[config.mk]
export PLATFORM = sky130hd
export DESIGN_NAME = essc_top
export DESIGN_NICKNAME = d
export VERILOG_FILES = /design/src/essc_pkg.sv /design/src/essc_top.sv /design/src/essc_step_counter.sv
export SDC_FILE = /design/constraint.sdc
export NUM_CORES = 1
export LEC_CHECK = 0
export BUFFER_PORTS_ARGS = -buffer_cell sky130_fd_sc_hd__buf_2
export CAP_MARGIN = 5
export CORE_MARGIN = 2
export CORE_UTILIZATION = 46
export DETAILED_ROUTE_END_ITERATION = 10
export PLACE_DENSITY = 0.84
export SETUP_SLACK_MARGIN = 0.2
export SYNTH_ARGS = -nofsm -noshare
export SYNTH_HDL_FRONTEND = slang
export SYNTH_SLANG_ARGS = --single-unit
[constraint.sdc]
create_clock -name clk_i -period 4 [get_ports clk_i]
set_input_delay 0.2 -clock clk_i [delete_from_list [all_inputs] [get_ports clk_i]]
set_output_delay 0.2 -clock clk_i [all_outputs]
set_load 0.01 [all_outputs]
[src/essc_pkg.sv]
package essc_pkg;

   // ------------------------------------------------------------------
   // Sizes and bit positions
   // ------------------------------------------------------------------
   localparam int COUNT_W = 8;
   localparam int ZERO_W = 6;
   localparam int DIR_BIT = 5;
   localparam int BR_W = 16;
   localparam int BR_SIGN_BIT = 15;
   localparam int BR_NEXT_BIT = 14;

   // ------------------------------------------------------------------
   // Values after reset
   // ------------------------------------------------------------------
   localparam logic [7:0] COUNT_RST = 8'h00;
   localparam logic [3:0] FLAGS_RST = 4'h0;
   localparam logic CTRL_RST = 1'b0;

   // ------------------------------------------------------------------
   // Register port map and fields
   // ------------------------------------------------------------------
   localparam int REG_AW = 2;
   localparam int REG_DW = 8;
   localparam logic [1:0] REG_CTRL = 2'h0;
   localparam logic [1:0] REG_FLAGS = 2'h1;
   localparam logic [1:0] REG_COUNT = 2'h2;
   localparam int CTRL_REQ_EN_BIT = 0;

   // Overflow multiplexer input that carries the sign-change latch.
   localparam logic [1:0] V_SRC_SIGN_CHANGE = 2'h1;

   // ------------------------------------------------------------------
   // Carrier types
   // ------------------------------------------------------------------
   typedef struct packed {
      logic n;
      logic z;
      logic v;
      logic c;
   } essc_flags_t;

   typedef struct packed {
      logic cnt_en;
      logic load_en;
      logic clk_v;
      logic clk_c;
      logic clk_nz;
      logic clk_br;
      logic [1:0] sign_zero_select;
      logic [2:0] carry_overflow_select;
   } essc_uword_t;

   typedef struct packed {
      logic p1;
      logic p2;
      logic p3;
      logic p_end;
   } essc_phase_t;

   typedef struct packed {
      logic [3:0] n_src;
      logic [3:0] z_src;
      logic [3:0] v_src;
      logic [3:0] c_src;
      logic [3:0] c_extra;
      logic shift_left;
   } essc_cond_t;

endpackage

[src/essc_top.sv]
// Function
// RQ1: Eight-bit up/down step counter for shifts, steps.
// RQ2: Load low operand buffer byte into counter.
// RQ3: Load is level driven and beats counting.
// RQ4: Counter bit five set counts up, else down.
// RQ5: Zero indication when counter bits five..zero clear.
// RQ6: Counting stops while zero indication is set.
// RQ7: Count pulse at end pulse, enabled, nonzero.
// RQ8: Left shift sets overflow when buffer 15/14 differ.
// RQ9: Overflow latches through its own OR path.
// RQ10: Overflow, carry clocks: enable gated with phases one/two.
// RQ11: Buffer clock: microword bit with phases one/three.
// RQ12: Pass phases one/two for shift register clocks.
// RQ13: Request flag clock from count-zero tests.
// RQ14: Flags hold sign, zero, overflow and carry.
// RQ15: Select fields pick each flag source.
// RQ16: Extra carry mux ORed, disables first carry half.
// RQ17: Counter, zero and flags driven outward.
// RQ18: Counter load strobe is enable gated by phases.
// RQ19: Reset clears counter and flags.
`timescale 1ns/1ps
module essc_top
   import essc_pkg::*;
(
   input wire logic clk_i,
   input wire logic nrst_i,
   input wire essc_uword_t uword_i,
   input wire essc_phase_t phase_i,
   input wire essc_cond_t cond_i,
   input wire logic [BR_W-1:0] operand_buffer_reg_i,
   input wire logic option_active_buffered_i,
   input wire logic count_zero_test_i,
   input wire logic [REG_AW-1:0] reg_addr_i,
   input wire logic [REG_DW-1:0] reg_wdata_i,
   input wire logic reg_wr_i,
   input wire logic reg_rd_i,
   output logic [REG_DW-1:0] reg_rdata_o,
   output essc_flags_t ext_cond_flags_o,
   output logic [COUNT_W-1:0] step_count_o,
   output logic count_zero_o,
   output logic step_load_n_o,
   output logic overflow_flag_clock_o,
   output logic carry_flag_clock_o,
   output logic operand_buffer_clock_o,
   output logic phase_one_two_pulse_o,
   output logic request_flag_clock_n_o
);

   // ------------------------------------------------------------------
   // Types and state
   // ------------------------------------------------------------------
   typedef struct packed {
      essc_flags_t flags;
      logic req_en;
      logic [REG_DW-1:0] rdata;
      logic load_n;
      logic v_clk;
      logic c_clk;
      logic br_clk;
      logic p12;
      logic req_clk_n;
   } essc_state_t;

   essc_state_t s_q;
   essc_state_t s_d;

   function automatic logic essc_mux4(input logic [3:0] src, input logic [1:0] sel);
      essc_mux4 = src[sel];
   endfunction

   // ------------------------------------------------------------------
   // Strobes from microword enables and phase pulses
   // ------------------------------------------------------------------
   logic p12;
   logic load_now;
   logic count_now;
   logic [COUNT_W-1:0] count;
   logic count_zero;
   logic sign_change;
   logic [3:0] v_in;
   logic c_first;
   logic c_second;

   assign p12 = phase_i.p1 | phase_i.p2;                           // [RQ12]
   assign load_now = uword_i.load_en & p12;                        // [RQ18]
   assign count_now = uword_i.cnt_en & phase_i.p_end & ~count_zero; // [RQ7] [RQ6]

   essc_step_counter #(
      .WIDTH(COUNT_W),
      .ZBITS(ZERO_W),
      .DBIT(DIR_BIT)
   ) u_counter (
      .clk_i(clk_i),
      .nrst_i(nrst_i),
      .load_i(load_now),
      .load_val_i(operand_buffer_reg_i[COUNT_W-1:0]),
      .count_en_i(count_now),
      .count_o(count),
      .zero_o(count_zero)
   );                                                              // [RQ1]

   // ------------------------------------------------------------------
   // Flag source multiplexers
   // ------------------------------------------------------------------
   // The sign-change forecast only counts during a left shift; the OR
   // with the current flag keeps overflow set for the rest of the shift.
   assign sign_change = (cond_i.shift_left &
                         (operand_buffer_reg_i[BR_SIGN_BIT] ^
                          operand_buffer_reg_i[BR_NEXT_BIT]))
                        | s_q.flags.v;                             // [RQ8] [RQ9]

   always_comb begin
      v_in = cond_i.v_src;
      v_in[V_SRC_SIGN_CHANGE] = sign_change;
   end

   // Select bit two enables the extra carry mux and blanks the first one.
   assign c_first = ~uword_i.carry_overflow_select[2] &
                    essc_mux4(cond_i.c_src, uword_i.carry_overflow_select[1:0]);   // [RQ16]
   assign c_second = uword_i.carry_overflow_select[2] &
                     essc_mux4(cond_i.c_extra, uword_i.carry_overflow_select[1:0]); // [RQ16]

   // ------------------------------------------------------------------
   // Next state
   // ------------------------------------------------------------------
   always_comb begin
      s_d = s_q;
      if (uword_i.clk_nz && p12) begin
         s_d.flags.n = essc_mux4(cond_i.n_src, uword_i.sign_zero_select);  // [RQ14] [RQ15]
         s_d.flags.z = essc_mux4(cond_i.z_src, uword_i.sign_zero_select);  // [RQ14] [RQ15]
      end
      if (uword_i.clk_v && p12) begin
         s_d.flags.v = essc_mux4(v_in, uword_i.carry_overflow_select[1:0]); // [RQ15]
      end
      if (uword_i.clk_c && p12) begin
         s_d.flags.c = c_first | c_second;                         // [RQ14] [RQ16]
      end
      s_d.load_n = ~load_now;                                      // [RQ18]
      s_d.v_clk = uword_i.clk_v & p12;                             // [RQ10]
      s_d.c_clk = uword_i.clk_c & p12;                             // [RQ10]
      s_d.br_clk = uword_i.clk_br & (phase_i.p1 | phase_i.p3);     // [RQ11]
      s_d.p12 = p12;                                               // [RQ12]
      s_d.req_clk_n = ~(s_q.req_en & option_active_buffered_i &
                        count_zero_test_i);                        // [RQ13]
      if (reg_wr_i && reg_addr_i == REG_CTRL) begin
         s_d.req_en = reg_wdata_i[CTRL_REQ_EN_BIT];
      end
      s_d.rdata = '0;
      if (reg_rd_i) begin
         case (reg_addr_i)
            REG_CTRL: begin
               s_d.rdata[CTRL_REQ_EN_BIT] = s_q.req_en;
            end
            REG_FLAGS: begin
               s_d.rdata[4:0] = {count_zero, s_q.flags};
            end
            REG_COUNT: begin
               s_d.rdata = count;
            end
            default: begin
               s_d.rdata = '0;
            end
         endcase
      end
   end

   always_ff @(posedge clk_i) begin
      if (!nrst_i) begin
         s_q.flags <= FLAGS_RST;                                   // [RQ19]
         s_q.req_en <= CTRL_RST;
         s_q.rdata <= '0;
         s_q.load_n <= 1'b1;
         s_q.v_clk <= 1'b0;
         s_q.c_clk <= 1'b0;
         s_q.br_clk <= 1'b0;
         s_q.p12 <= 1'b0;
         s_q.req_clk_n <= 1'b1;
      end else begin
         s_q <= s_d;
      end
   end

   // ------------------------------------------------------------------
   // Outputs
   // ------------------------------------------------------------------
   // Counter and zero come from flops inside the counter; one cycle of
   // latency after a load is the price of a single synchronous clock.
   assign ext_cond_flags_o = s_q.flags;                            // [RQ17]
   assign step_count_o = count;                                    // [RQ17]
   assign count_zero_o = count_zero;                               // [RQ17]
   assign reg_rdata_o = s_q.rdata;
   assign step_load_n_o = s_q.load_n;
   assign overflow_flag_clock_o = s_q.v_clk;
   assign carry_flag_clock_o = s_q.c_clk;
   assign operand_buffer_clock_o = s_q.br_clk;
   assign phase_one_two_pulse_o = s_q.p12;
   assign request_flag_clock_n_o = s_q.req_clk_n;
endmodule

[src/essc_step_counter.sv]
`timescale 1ns/1ps
module essc_step_counter
   import essc_pkg::*;
#(
   parameter int WIDTH = COUNT_W,
   parameter int ZBITS = ZERO_W,
   parameter int DBIT = DIR_BIT
) (
   input wire logic clk_i,
   input wire logic nrst_i,
   input wire logic load_i,
   input wire logic [WIDTH-1:0] load_val_i,
   input wire logic count_en_i,
   output logic [WIDTH-1:0] count_o,
   output logic zero_o
);

   typedef struct packed {
      logic [WIDTH-1:0] count;
      logic zero;
   } essc_cnt_state_t;

   essc_cnt_state_t s_q;
   essc_cnt_state_t s_d;

   always_comb begin
      s_d = s_q;
      if (load_i) begin
         s_d.count = load_val_i;                                   // [RQ2] [RQ3]
      end else if (count_en_i && !s_q.zero) begin                  // [RQ6]
         // Bit DBIT set means a negative shift count, so count up toward zero.
         if (s_q.count[DBIT]) begin                                // [RQ4]
            s_d.count = s_q.count + {{(WIDTH-1){1'b0}}, 1'b1};
         end else begin
            s_d.count = s_q.count - {{(WIDTH-1){1'b0}}, 1'b1};
         end
      end
      s_d.zero = (s_d.count[ZBITS-1:0] == '0);                     // [RQ5]
   end

   always_ff @(posedge clk_i) begin
      if (!nrst_i) begin
         s_q.count <= COUNT_RST[WIDTH-1:0];                        // [RQ19]
         s_q.zero <= 1'b1;
      end else begin
         s_q <= s_d;
      end
   end

   assign count_o = s_q.count;
   assign zero_o = s_q.zero;

endmodule

# After elaboration in Yosys (flattened, before gate mapping)
# Index checks and enable logic that the tools add are counted.
# W data, S select, Z words.
# totals
regBits	28
latchBits	0
ramBits	0
romBits	0
wordCells	68
memories	0
# op_classes
addsub	2
n_mul	0
n_div	0
magnitude_cmp	2
n_eq_ne	2
shift	0
mux	15
bitwise_logic	20
n_reduce_logical	11
# op_table
cell	count
$mux W8	3
$and A1 B1 Y1	11
$bmux W1 S2	5
$add A8 B1 Y8 const B	1
$pmux W4 S2	1
$sub A8 B1 Y8 const B	1
$logic_not A6 Y1	1
$lt A2 B3 Y1 const B	2
$logic_and A1 B1 Y1	5
$mux W1	5
$not A1 Y1	4
$or A1 B1 Y1	4
$pmux W1 S3	1
$reduce_and A3 Y1	1
$eq A2 B1 Y1 const B	1
$eq A2 B2 Y1 const B	1
$logic_not A2 Y1	1
$reduce_and A2 Y1	1
$reduce_bool A2 Y1	1
$logic_not A1 Y1	1
$xor A1 B1 Y1	1

# Logic depth before layout (Yosys ltp)
# Gate-level depths: netlist (run 1).
# depth
ltp_word	6
mapped_depth	7
depth_no_buf	7

# Hierarchy
# A second synthesis (run 1) with hierarchy kept.
# hier_totals
cells_unflattened	180
hier_area_um2	1646.6
# by_module_without_submodules
mod	n_inst	cells_per_inst	area_each_um2
essc_top	1	97	968.4
essc_step_counter	1	83	678.2

# Worst setup path after synthesis (run 1)
# Ideal clock, no wire load.
# synth_timing
path_type	flip-flop to flip-flop
start	register u_counter.count_o[5] (netlist name)
end	register u_counter.count_o[6] (netlist name)
setup_time_ns	0.137
arrival_time_ns	1.754
slack_ns	2.110
stages_incl_launch_ff	8
n_path_buf	0
synth_period_minus_slack_ns	1.890
cell_sequence	dfxtp_1 inv_1 ha_1 nor2b_1 o31a_1 or3_1 nand3_1 a31oi_1
# synth_via
elab_chain_len	4
word_cells_on_any_way	5
classes_between	add/sub: 2; mux: 3
# synth_lines
item	line	text
$sub A8 B1 Y8 or $add A8 B1 Y8 (tied branches)	essc_step_counter.sv:35, essc_step_counter.sv:33	
$mux W8 (*)	essc_step_counter.sv:32	if (s_q.count[DBIT]) begin
$mux W8 (*)	essc_step_counter.sv:30	end else if (count_en_i && !s_q.zero) begin
$mux W8 (*)	essc_step_counter.sv:28	if (load_i) begin
# Every way passes the cells marked *; elsewhere a longest branch is shown, timed or not. The select of a mux whose other input is x is not followed.
# A chain may end at the register's enable or synchronous reset.

# Worst setup path in the final report (run 1)
# layout_timing
start	register u_counter.count_o[5] (netlist name)
end	register u_counter.count_o[6] (netlist name)
# layout_via
elab_chain_len	4
word_cells_on_any_way	5
classes_between	add/sub: 2; mux: 3
# layout_lines
item	line
$sub A8 B1 Y8 or $add A8 B1 Y8 (tied branches)	essc_step_counter.sv:35, essc_step_counter.sv:33
$mux W8 (*)	essc_step_counter.sv:32
$mux W8 (*)	essc_step_counter.sv:30
$mux W8 (*)	essc_step_counter.sv:28
# Marks and branches as above.

==> qor.yml, run 1 <==
outcome:
  status: "finished clean"
synth:
  syn_area_um2: 1589
  synth-edff-count: 0
  synth_fp_nets: 244
  ys_warn_count: 0
  synth_ff_type: "dfxtp_1"
  async_flop_share_pct: 0
  yosysUniqueCellTypes: 42
  synth-seq-area-share_pct: 35.28
  ys_ff_latch: 28
  syn_avg_cell_area_um2: 9.572
  syn_inst: 166
sta:
  fin_worst_skew_ns: 0.008097
  setup_tns_ns: 0
  finalCritPeriodShare_pct: 52.92
  setup_viol: 0
  slew_headroom_pct: 68.54
  final_hold_viol_count: 0
  fin_ws_ns: 1.883
  slew_viol_final: 0
  min_period_ns: 2.117
  worst_pin_slew_ns: 0.4669
  rsz0062_at_grt: "false"
  fmax_ghz: 0.4724
cts:
  cts_hold_buf: 0
  post_cts_buffers: 0
  root_buffer: "clkbuf_4"
  clock_sinks: 28
  clk_latency_ns: 0.32
  cts-buffers-inserted: 3
  cts_buffer_depth: 2
  htreeDepth: 1
  clk_pin_slew_ns: 0.14
  cts_tree: "built"
  post_cts_resize_count: 0
critical_path:
  cpMaxStageDelayCell: "dfxtp_1"
  cp_data_arrival_time_ns: 2.32
  cp_cell_sequence: "inv_1, ha_1, nor2b_1, o31a_1, or3_1, nand3_1, a31oi_1"
  cp-start-kind: "flop"
  crit_type: "flop to flop"
  required_ns: 4.21
  worstPathMaxFanout: 6
  cp_slowest_stage_delay_ns: 0.52
  worstSetupEndpointType: "flop"
final_layout:
  nFillCells: 317
  num_antenna_cells: 0
  drive_above_1_share_pct: 38.30
  nets: 315
  areaGrowthSynthToFinish_pct: 24.09
floorplanning:
  io_pins: 95
  die_h_um: 62.78
  core_um2: 3337
  dieArea_um2: 3941
  row_count: 21
  die_x_um: 62.78
  initial_utilization_pct: 47.62
grt:
  grt_overflow: 0
  grt_util_all_layers_pct: 18.77
  grt_pass1_wl_um: 6016
  first_global_vias: 1366
  grt_max_degree: 23
  antenna_found_initial: 0
drt:
  wl_met3_um: 226
  via_count: 1429
  drc: 0
  wl_met1_um: 1648
  drt.antenna.violating_nets: 0
  drt-initial-drc-count: 33
  routedWlPerCell_um: 13.25
  dr_wl_met2_um: 1835
  wl_um: 3724
  vias_per_cell: 5.085
  dr.pass1.iters: 4
  top_layer_used: "met4"
power:
  fin_total_pwr_uw: 593.9
  leakage_nw: 0.9969
  vdd_drop_max_v: 0.0002254
  p_per_area_nw_per_um2: 301.2
min_path:
  hp-class: "input pin to flop"
placement:
  io_buffers: 80
  hpwl_um: 3026
  pre_cts_ws_ns: 1.934
  place.gp.congestion: 0.9760
run:
  cap_violations: 0
## logic make-up after synthesis
family | synth area share [%]
simple gates | 16.93
mux | 9.764
compound gates | 19.69
flops | 35.28
xor+xnor | 2.205
fa+ha+maj | 8.347
buf+inv | 7.796
## sequential cells by signal, indices dropped and copies added (netlist names)
signal / flops
u_counter.count_o: 8
phase_one_two_pulse_o: 1
request_flag_clock_n_o: 1
operand_buffer_clock_o: 1
reg_rdata_o: 8
carry_flag_clock_o: 1
ext_cond_flags_o: 4
u_counter.zero_o: 1
s_q: 1
overflow_flag_clock_o: 1
step_load_n_o: 1
## where the power goes
group | leakage, nW | internal [mW] | switching, mW
Sequential | 0.230 | 0.294 | 0.0156
Clock | 0.0138 | 0.0353 | 0.0754
Combinational | 0.753 | 0.0875 | 0.0859
## Yosys cell counts (3+ instances only)
| cell | number | area, um2 |
|---|---|---|
| dfxtp_1 | 28 | 560.5 |
| buf_4 | 12 | 90.09 |
| nand2_1 | 12 | 45.04 |
| o21ai_0 | 10 | 50.05 |
| and2_1 | 9 | 56.30 |
| ha_1 | 9 | 112.6 |
| a22oi_1 | 7 | 52.55 |
| inv_1 | 7 | 26.28 |
| nand3_1 | 7 | 35.03 |
| nor2_1 | 6 | 22.52 |
| a21oi_1 | 5 | 25.02 |
| o211a_1 | 4 | 40.04 |
| o21a_1 | 4 | 30.03 |
| a21o_1 | 3 | 22.52 |
| mux4_1 | 3 | 78.83 |
| nor2b_1 | 3 | 18.77 |
## final timing paths
kind	to	slack (ns)	depth (start not counted)	from
min	step_load_n_o	0.08	2	uword_i[9]
max	u_counter.count_o[6]	1.88	7	u_counter.count_o[5]
min reg2reg	request_flag_clock_n_o	0.44	1	s_q[14]
max reg2reg	u_counter.count_o[6]	1.88	7	u_counter.count_o[5]
## stage by stage
step	hold slack [ns]	std cells	area [um2]	util [%]
2_1_floorplan	0.2619	166	1589	-
3_3_place_gp	0.3966	278	1949	58.42
3_5_place_dp	0.4050	278	1949	58.42
4_1_cts	0.06428	281	1972	59.09
5_1_grt	0.04639	281	1972	59.09
6_report	0.07907	281	1972	59.09
## metal layers
metal | track usage (%) | vias to the layer above
met2 | 33.60 | 49
met1 | 23.30 | 641
li1 | - | 737
met5 | 0 | -
met4 | 2.778 | 0
met3 | 4.505 | 2
## final cells by class
| class | instances | area, um2 | share of cell area [%] |
|---|---|---|---|
| multi-input cells | 117 | 904.6 | 45.88 |
| flip-flops and latches | 28 | 560.5 | 28.43 |
| repair buffers | 80 | 400.4 | 20.30 |
| inverters | 7 | 26.28 | 1.332 |
| well taps | 46 | 57.56 | 2.919 |
| clock buffers | 3 | 22.52 | 1.142 |
## cells in the final DEF, fill, tap and decap left out, types with 3 or more instances in the layout
cell	synthesis	final
nor2_1	6	6
nor2b_1	3	3
buf_2	0	80
mux4_1	3	3
inv_1	7	7
clkbuf_4	0	3
o21a_1	4	4
a21o_1	3	3
nand3_1	7	7
dfxtp_1	28	28
o21ai_0	10	10
and2_1	9	9
o211a_1	4	4
a22oi_1	7	7
nand2_1	12	12
ha_1	9	9
a21oi_1	5	5
## worst max-delay path: cells and delay by family, from the launching register on
family / cells / cell delay (ns)
AO/OA/AOI/OAI: 2 / 0.35
adder cells (fa/ha/maj): 1 / 0.39
buffers and inverters: 1 / 0.18
flip-flops: 1 / 0.52
AND/OR/NAND/NOR: 3 / 0.57
No activity file was read; power rests on OpenSTA's default activity.
==> run 2, diff against run 1 <==
--- a/config.mk
+++ b/config.mk
@@ -5,12 +5,13 @@
 export SDC_FILE = /design/constraint.sdc
 export NUM_CORES = 1
 export LEC_CHECK = 0
+export ABC_AREA = 1
 export BUFFER_PORTS_ARGS = -buffer_cell sky130_fd_sc_hd__buf_2
 export CAP_MARGIN = 5
 export CORE_MARGIN = 2
-export CORE_UTILIZATION = 46
+export CORE_UTILIZATION = 45
 export DETAILED_ROUTE_END_ITERATION = 10
-export PLACE_DENSITY = 0.84
+export PLACE_DENSITY = 0.81
 export SETUP_SLACK_MARGIN = 0.2
 export SYNTH_ARGS = -nofsm -noshare
 export SYNTH_HDL_FRONTEND = slang
==> constraint.sdc (replaced) <==
create_clock -name clk_i -period 2 [get_ports clk_i]
set_input_delay 0.1 -clock clk_i [delete_from_list [all_inputs] [get_ports clk_i]]
set_output_delay 0.1 -clock clk_i [all_outputs]
set_load 0.01 [all_outputs]
==> run 2 against run 1 <==
Net effect: global-route usage up 0.27 points; combinational power rose by 120%; highest routed layer unchanged; core utilization grew 0.58 points; count of clock-buffer cells in the layout stayed put; critical path depth rose by 4; synthesized area is 10% higher; first-iteration DRC count increased by 64%; critical endpoint is now u_counter.zero_o.
==> qor.yml, run 2 <==
synth:
  synth_ff_type: "dfxtp_1"
  synth_fp_nets: 335  # +37%
  synth-edff-count: 0  # unchanged
  synth.area.top_cells: "dfxtp_1 32%, nand2_1 12%, inv_1 8.4%"
  syn_area_um2: 1750  # +10%
  yosys-top-cells-count: "57 x nand2_1, 39 x inv_1, 31 x nor2_1, 28 x dfxtp_1, 17 x o21ai_0"
  ys_ff_latch: 28  # unchanged
  syn_avg_cell_area_um2: 6.811  # -29%
  yosysTopAreaCellShare_pct: 32.02  # -3.3 points
  ys_warn_count: 0  # unchanged
  synth-seq-area-share_pct: 32.02  # -3.3 points
  synthMostInstantiatedCell: "nand2_1"
  syn_inst: 257  # +55%
  async_flop_share_pct: 0  # unchanged
  synth_top_cell_by_area: "dfxtp_1"
  yosysUniqueCellTypes: 29  # -31%
floorplanning:
  dieArea_um2: 4405  # +12%
  die_h_um: 66.37  # +5.7%
  core_um2: 3689  # +11%
  initial_utilization_pct: 47.46  # -0.16 points
  io_pins: 95  # unchanged
  row_count: 22  # +4.8%
  die_x_um: 66.37  # +5.7%
sta:
  fmax_ghz: 0.6244  # +32%
  fin_ws_ns: 0.3984  # -1.485 ns
  finalCritPeriodShare_pct: 80.08  # +27 points
  setup_viol: 0  # unchanged
  slew_headroom_pct: 66.21  # -2.3 points
  slew_viol_final: 0  # unchanged
  worst_pin_slew_ns: 0.5062  # +0.03933 ns
  rsz0062_at_grt: "false"
  fin_worst_skew_ns: 0.01008  # +0.001981 ns
  min_period_ns: 1.602  # -0.5152 ns
  setup_tns_ns: 0  # unchanged
  final_hold_viol_count: 0  # unchanged
critical_path:
  cp_cell_sequence: "buf_4, fa_1, inv_1, nand3_1, nand2_1, nand2_1, nand3_2, nand2_1, nor2_1, nand3_1, nand2_1"
  crit_buf_inv: 2  # +1
  required_ns: 2.22  # -1.99 ns
  path_common_cell: "nand2_1"
  cpMaxStageDelayCell: "fa_1"
  r2r_cells: 11  # +4
  cp_top_family: "simple AND/OR/NAND/NOR gates"
  worstSetupEndpointType: "flop"
  cp_data_arrival_time_ns: 1.82  # -0.50 ns
  cp_slowest_stage_delay_ns: 0.40  # -0.12 ns
  worstPathMaxFanout: 4  # -2
  r2r_slack_ns: 0.40  # -1.48 ns
  reg2reg_to: "u_counter.zero_o"
  r2r-start: "u_counter.count_o[5]"
  cp-start-kind: "flop"
  crit_type: "flop to flop"
min_path:
  hp-class: "input pin to flop"
  worstHoldStart: "count_zero_test_i"
  hold_end: "request_flag_clock_n_o"
  hold_path_depth: 2  # unchanged
drt:
  via_count: 1793  # +25%
  routedWlPerCell_um: 10.67  # -19%
  wl_um: 4023  # +8.0%
  drt-initial-drc-count: 54  # +64%
  vias_per_cell: 4.756  # -6.5%
  dr.pass1.iters: 4  # unchanged
  drc: 0  # unchanged
  drt.antenna.violating_nets: 0  # unchanged
final_layout:
  nets: 408  # +30%
  final_cell_count_no_fill: 377  # +34%
  nFillCells: 381  # +20%
  drive_above_1_share_pct: 31.31  # -7.0 points
  final_common_cell: "buf_2"
  num_antenna_cells: 0  # unchanged
  areaGrowthSynthToFinish_pct: 25.73
  layout_common_cells: "80 x buf_2, 57 x nand2_1, 39 x inv_1"
power:
  vdd_drop_max_v: 0.0005467  # +140%
  p_per_area_nw_per_um2: 650.2  # +120%
  leakage_nw: 1.238  # +24%
outcome:
  status: "finished clean"
grt:
  grt_util_all_layers_pct: 19.04  # +0.27 points
  first_global_vias: 1558  # +14%
  antenna_found_initial: 0  # unchanged
  grt_max_degree: 17  # -26%
  grt_overflow: 0  # unchanged
  grt_pass1_wl_um: 6513  # +8.3%
cts:
  cts_hold_buf: 0  # unchanged
  cts_tree: "built"
  root_buffer: "clkbuf_8"
  post_cts_resize_count: 0  # unchanged
  htreeDepth: 1  # unchanged
  clk_latency_ns: 0.28  # -0.04 ns
  cts-buffers-inserted: 3  # unchanged
  cts_buffer_depth: 2  # unchanged
  post_cts_buffers: 0  # unchanged
  clk_pin_slew_ns: 0.10  # -0.04 ns
  clock_sinks: 28  # unchanged
placement:
  io_buffers: 80  # unchanged
  place.gp.congestion: 0.8920  # -8.6%
  place_inst: 373  # +34%
  pre_cts_ws_ns: 0.4078  # -1.527 ns
  hpwl_um: 3408  # +13%
run:
  cap_violations: 0  # unchanged
## run 2: cell types whose count changed after synthesis, sizes merged, moves of 5 or more
cell   delta
a21oi     +8
and2      -9
a22oi     -7
nand2    +49
nor2     +27
nand3    +13
mux4      -5
inv      +35
## run 2: kinds of logic (layout without fill, tap and decap cells)
logic type	Yosys count	count (layout)	synth area share, %
AOI/OAI and AO/OA	38	38	12.15
xor gates and xnor gates	2	2	1.001
adders and majority gates	10	10	7.577
buffers and inverters	58	130	15.15
DFF	28	28	32.02
and+or+nand+nor	121	121	32.09
## run 2: report_power, final
group / switching [mW] / internal, mW / leakage, nW
Clock: 0.173 / 0.268 / 0.0357
Sequential: 0.0178 / 0.587 / 0.230
Combinational: 0.225 / 0.160 / 0.972
Total: 0.416 / 1.01 / 1.24
## run 2: routing by layer
| metal | track usage, % | routed length, um | vias to the layer above |
|---|---|---|---|
| li1 | - | - | 949 |
| met1 | 23.25 | 1731 | 783 |
| met2 | 33.63 | 1989 | 57 |
| met3 | 4.770 | 266 | 4 |
| met4 | 3.827 | 36 | 0 |
| met5 | 0 | 0 | - |
## run 2: cell type report
| type | instances | area (um2) | area share (%) |
|---|---|---|---|
| Multi-Input combinational cell | 171 | 924.6 | 42.01 |
| Clock inverter | 1 | 30.03 | 1.364 |
| Clock buffer | 3 | 41.29 | 1.876 |
| Inverter | 43 | 161.4 | 7.334 |
| Timing Repair Buffer | 83 | 422.9 | 19.22 |
| Sequential cell | 28 | 560.5 | 25.47 |
| Tap cell | 48 | 60.06 | 2.729 |
## run 2: worst max path at each step
stage | start | end | cells after the start
6_report | u_counter.count_o[5] | u_counter.zero_o | 11
5_1_grt | u_counter.count_o[5] | u_counter.zero_o | 10
4_1_cts | u_counter.count_o[5] | u_counter.zero_o | 10
2_1_floorplan | u_counter.count_o[5] | u_counter.zero_o | 10
3_5_place_dp | u_counter.count_o[5] | u_counter.zero_o | 10
3_3_place_gp | u_counter.count_o[5] | u_counter.zero_o | 10
## run 2: metrics by stage
step                      total power [mW]  util, %  hold slack [ns]  cell area [um2]
after detailed placement             1.001    57.73           0.3048             2130
after CTS                            1.445    59.67         0.007852             2201
after global placement              0.9909    57.73           0.3049             2130
final                                1.431    59.67          0.01148             2201
after global routing                 1.523    59.67         0.007827             2201
after floorplan                     0.8703        -           0.1911             1750
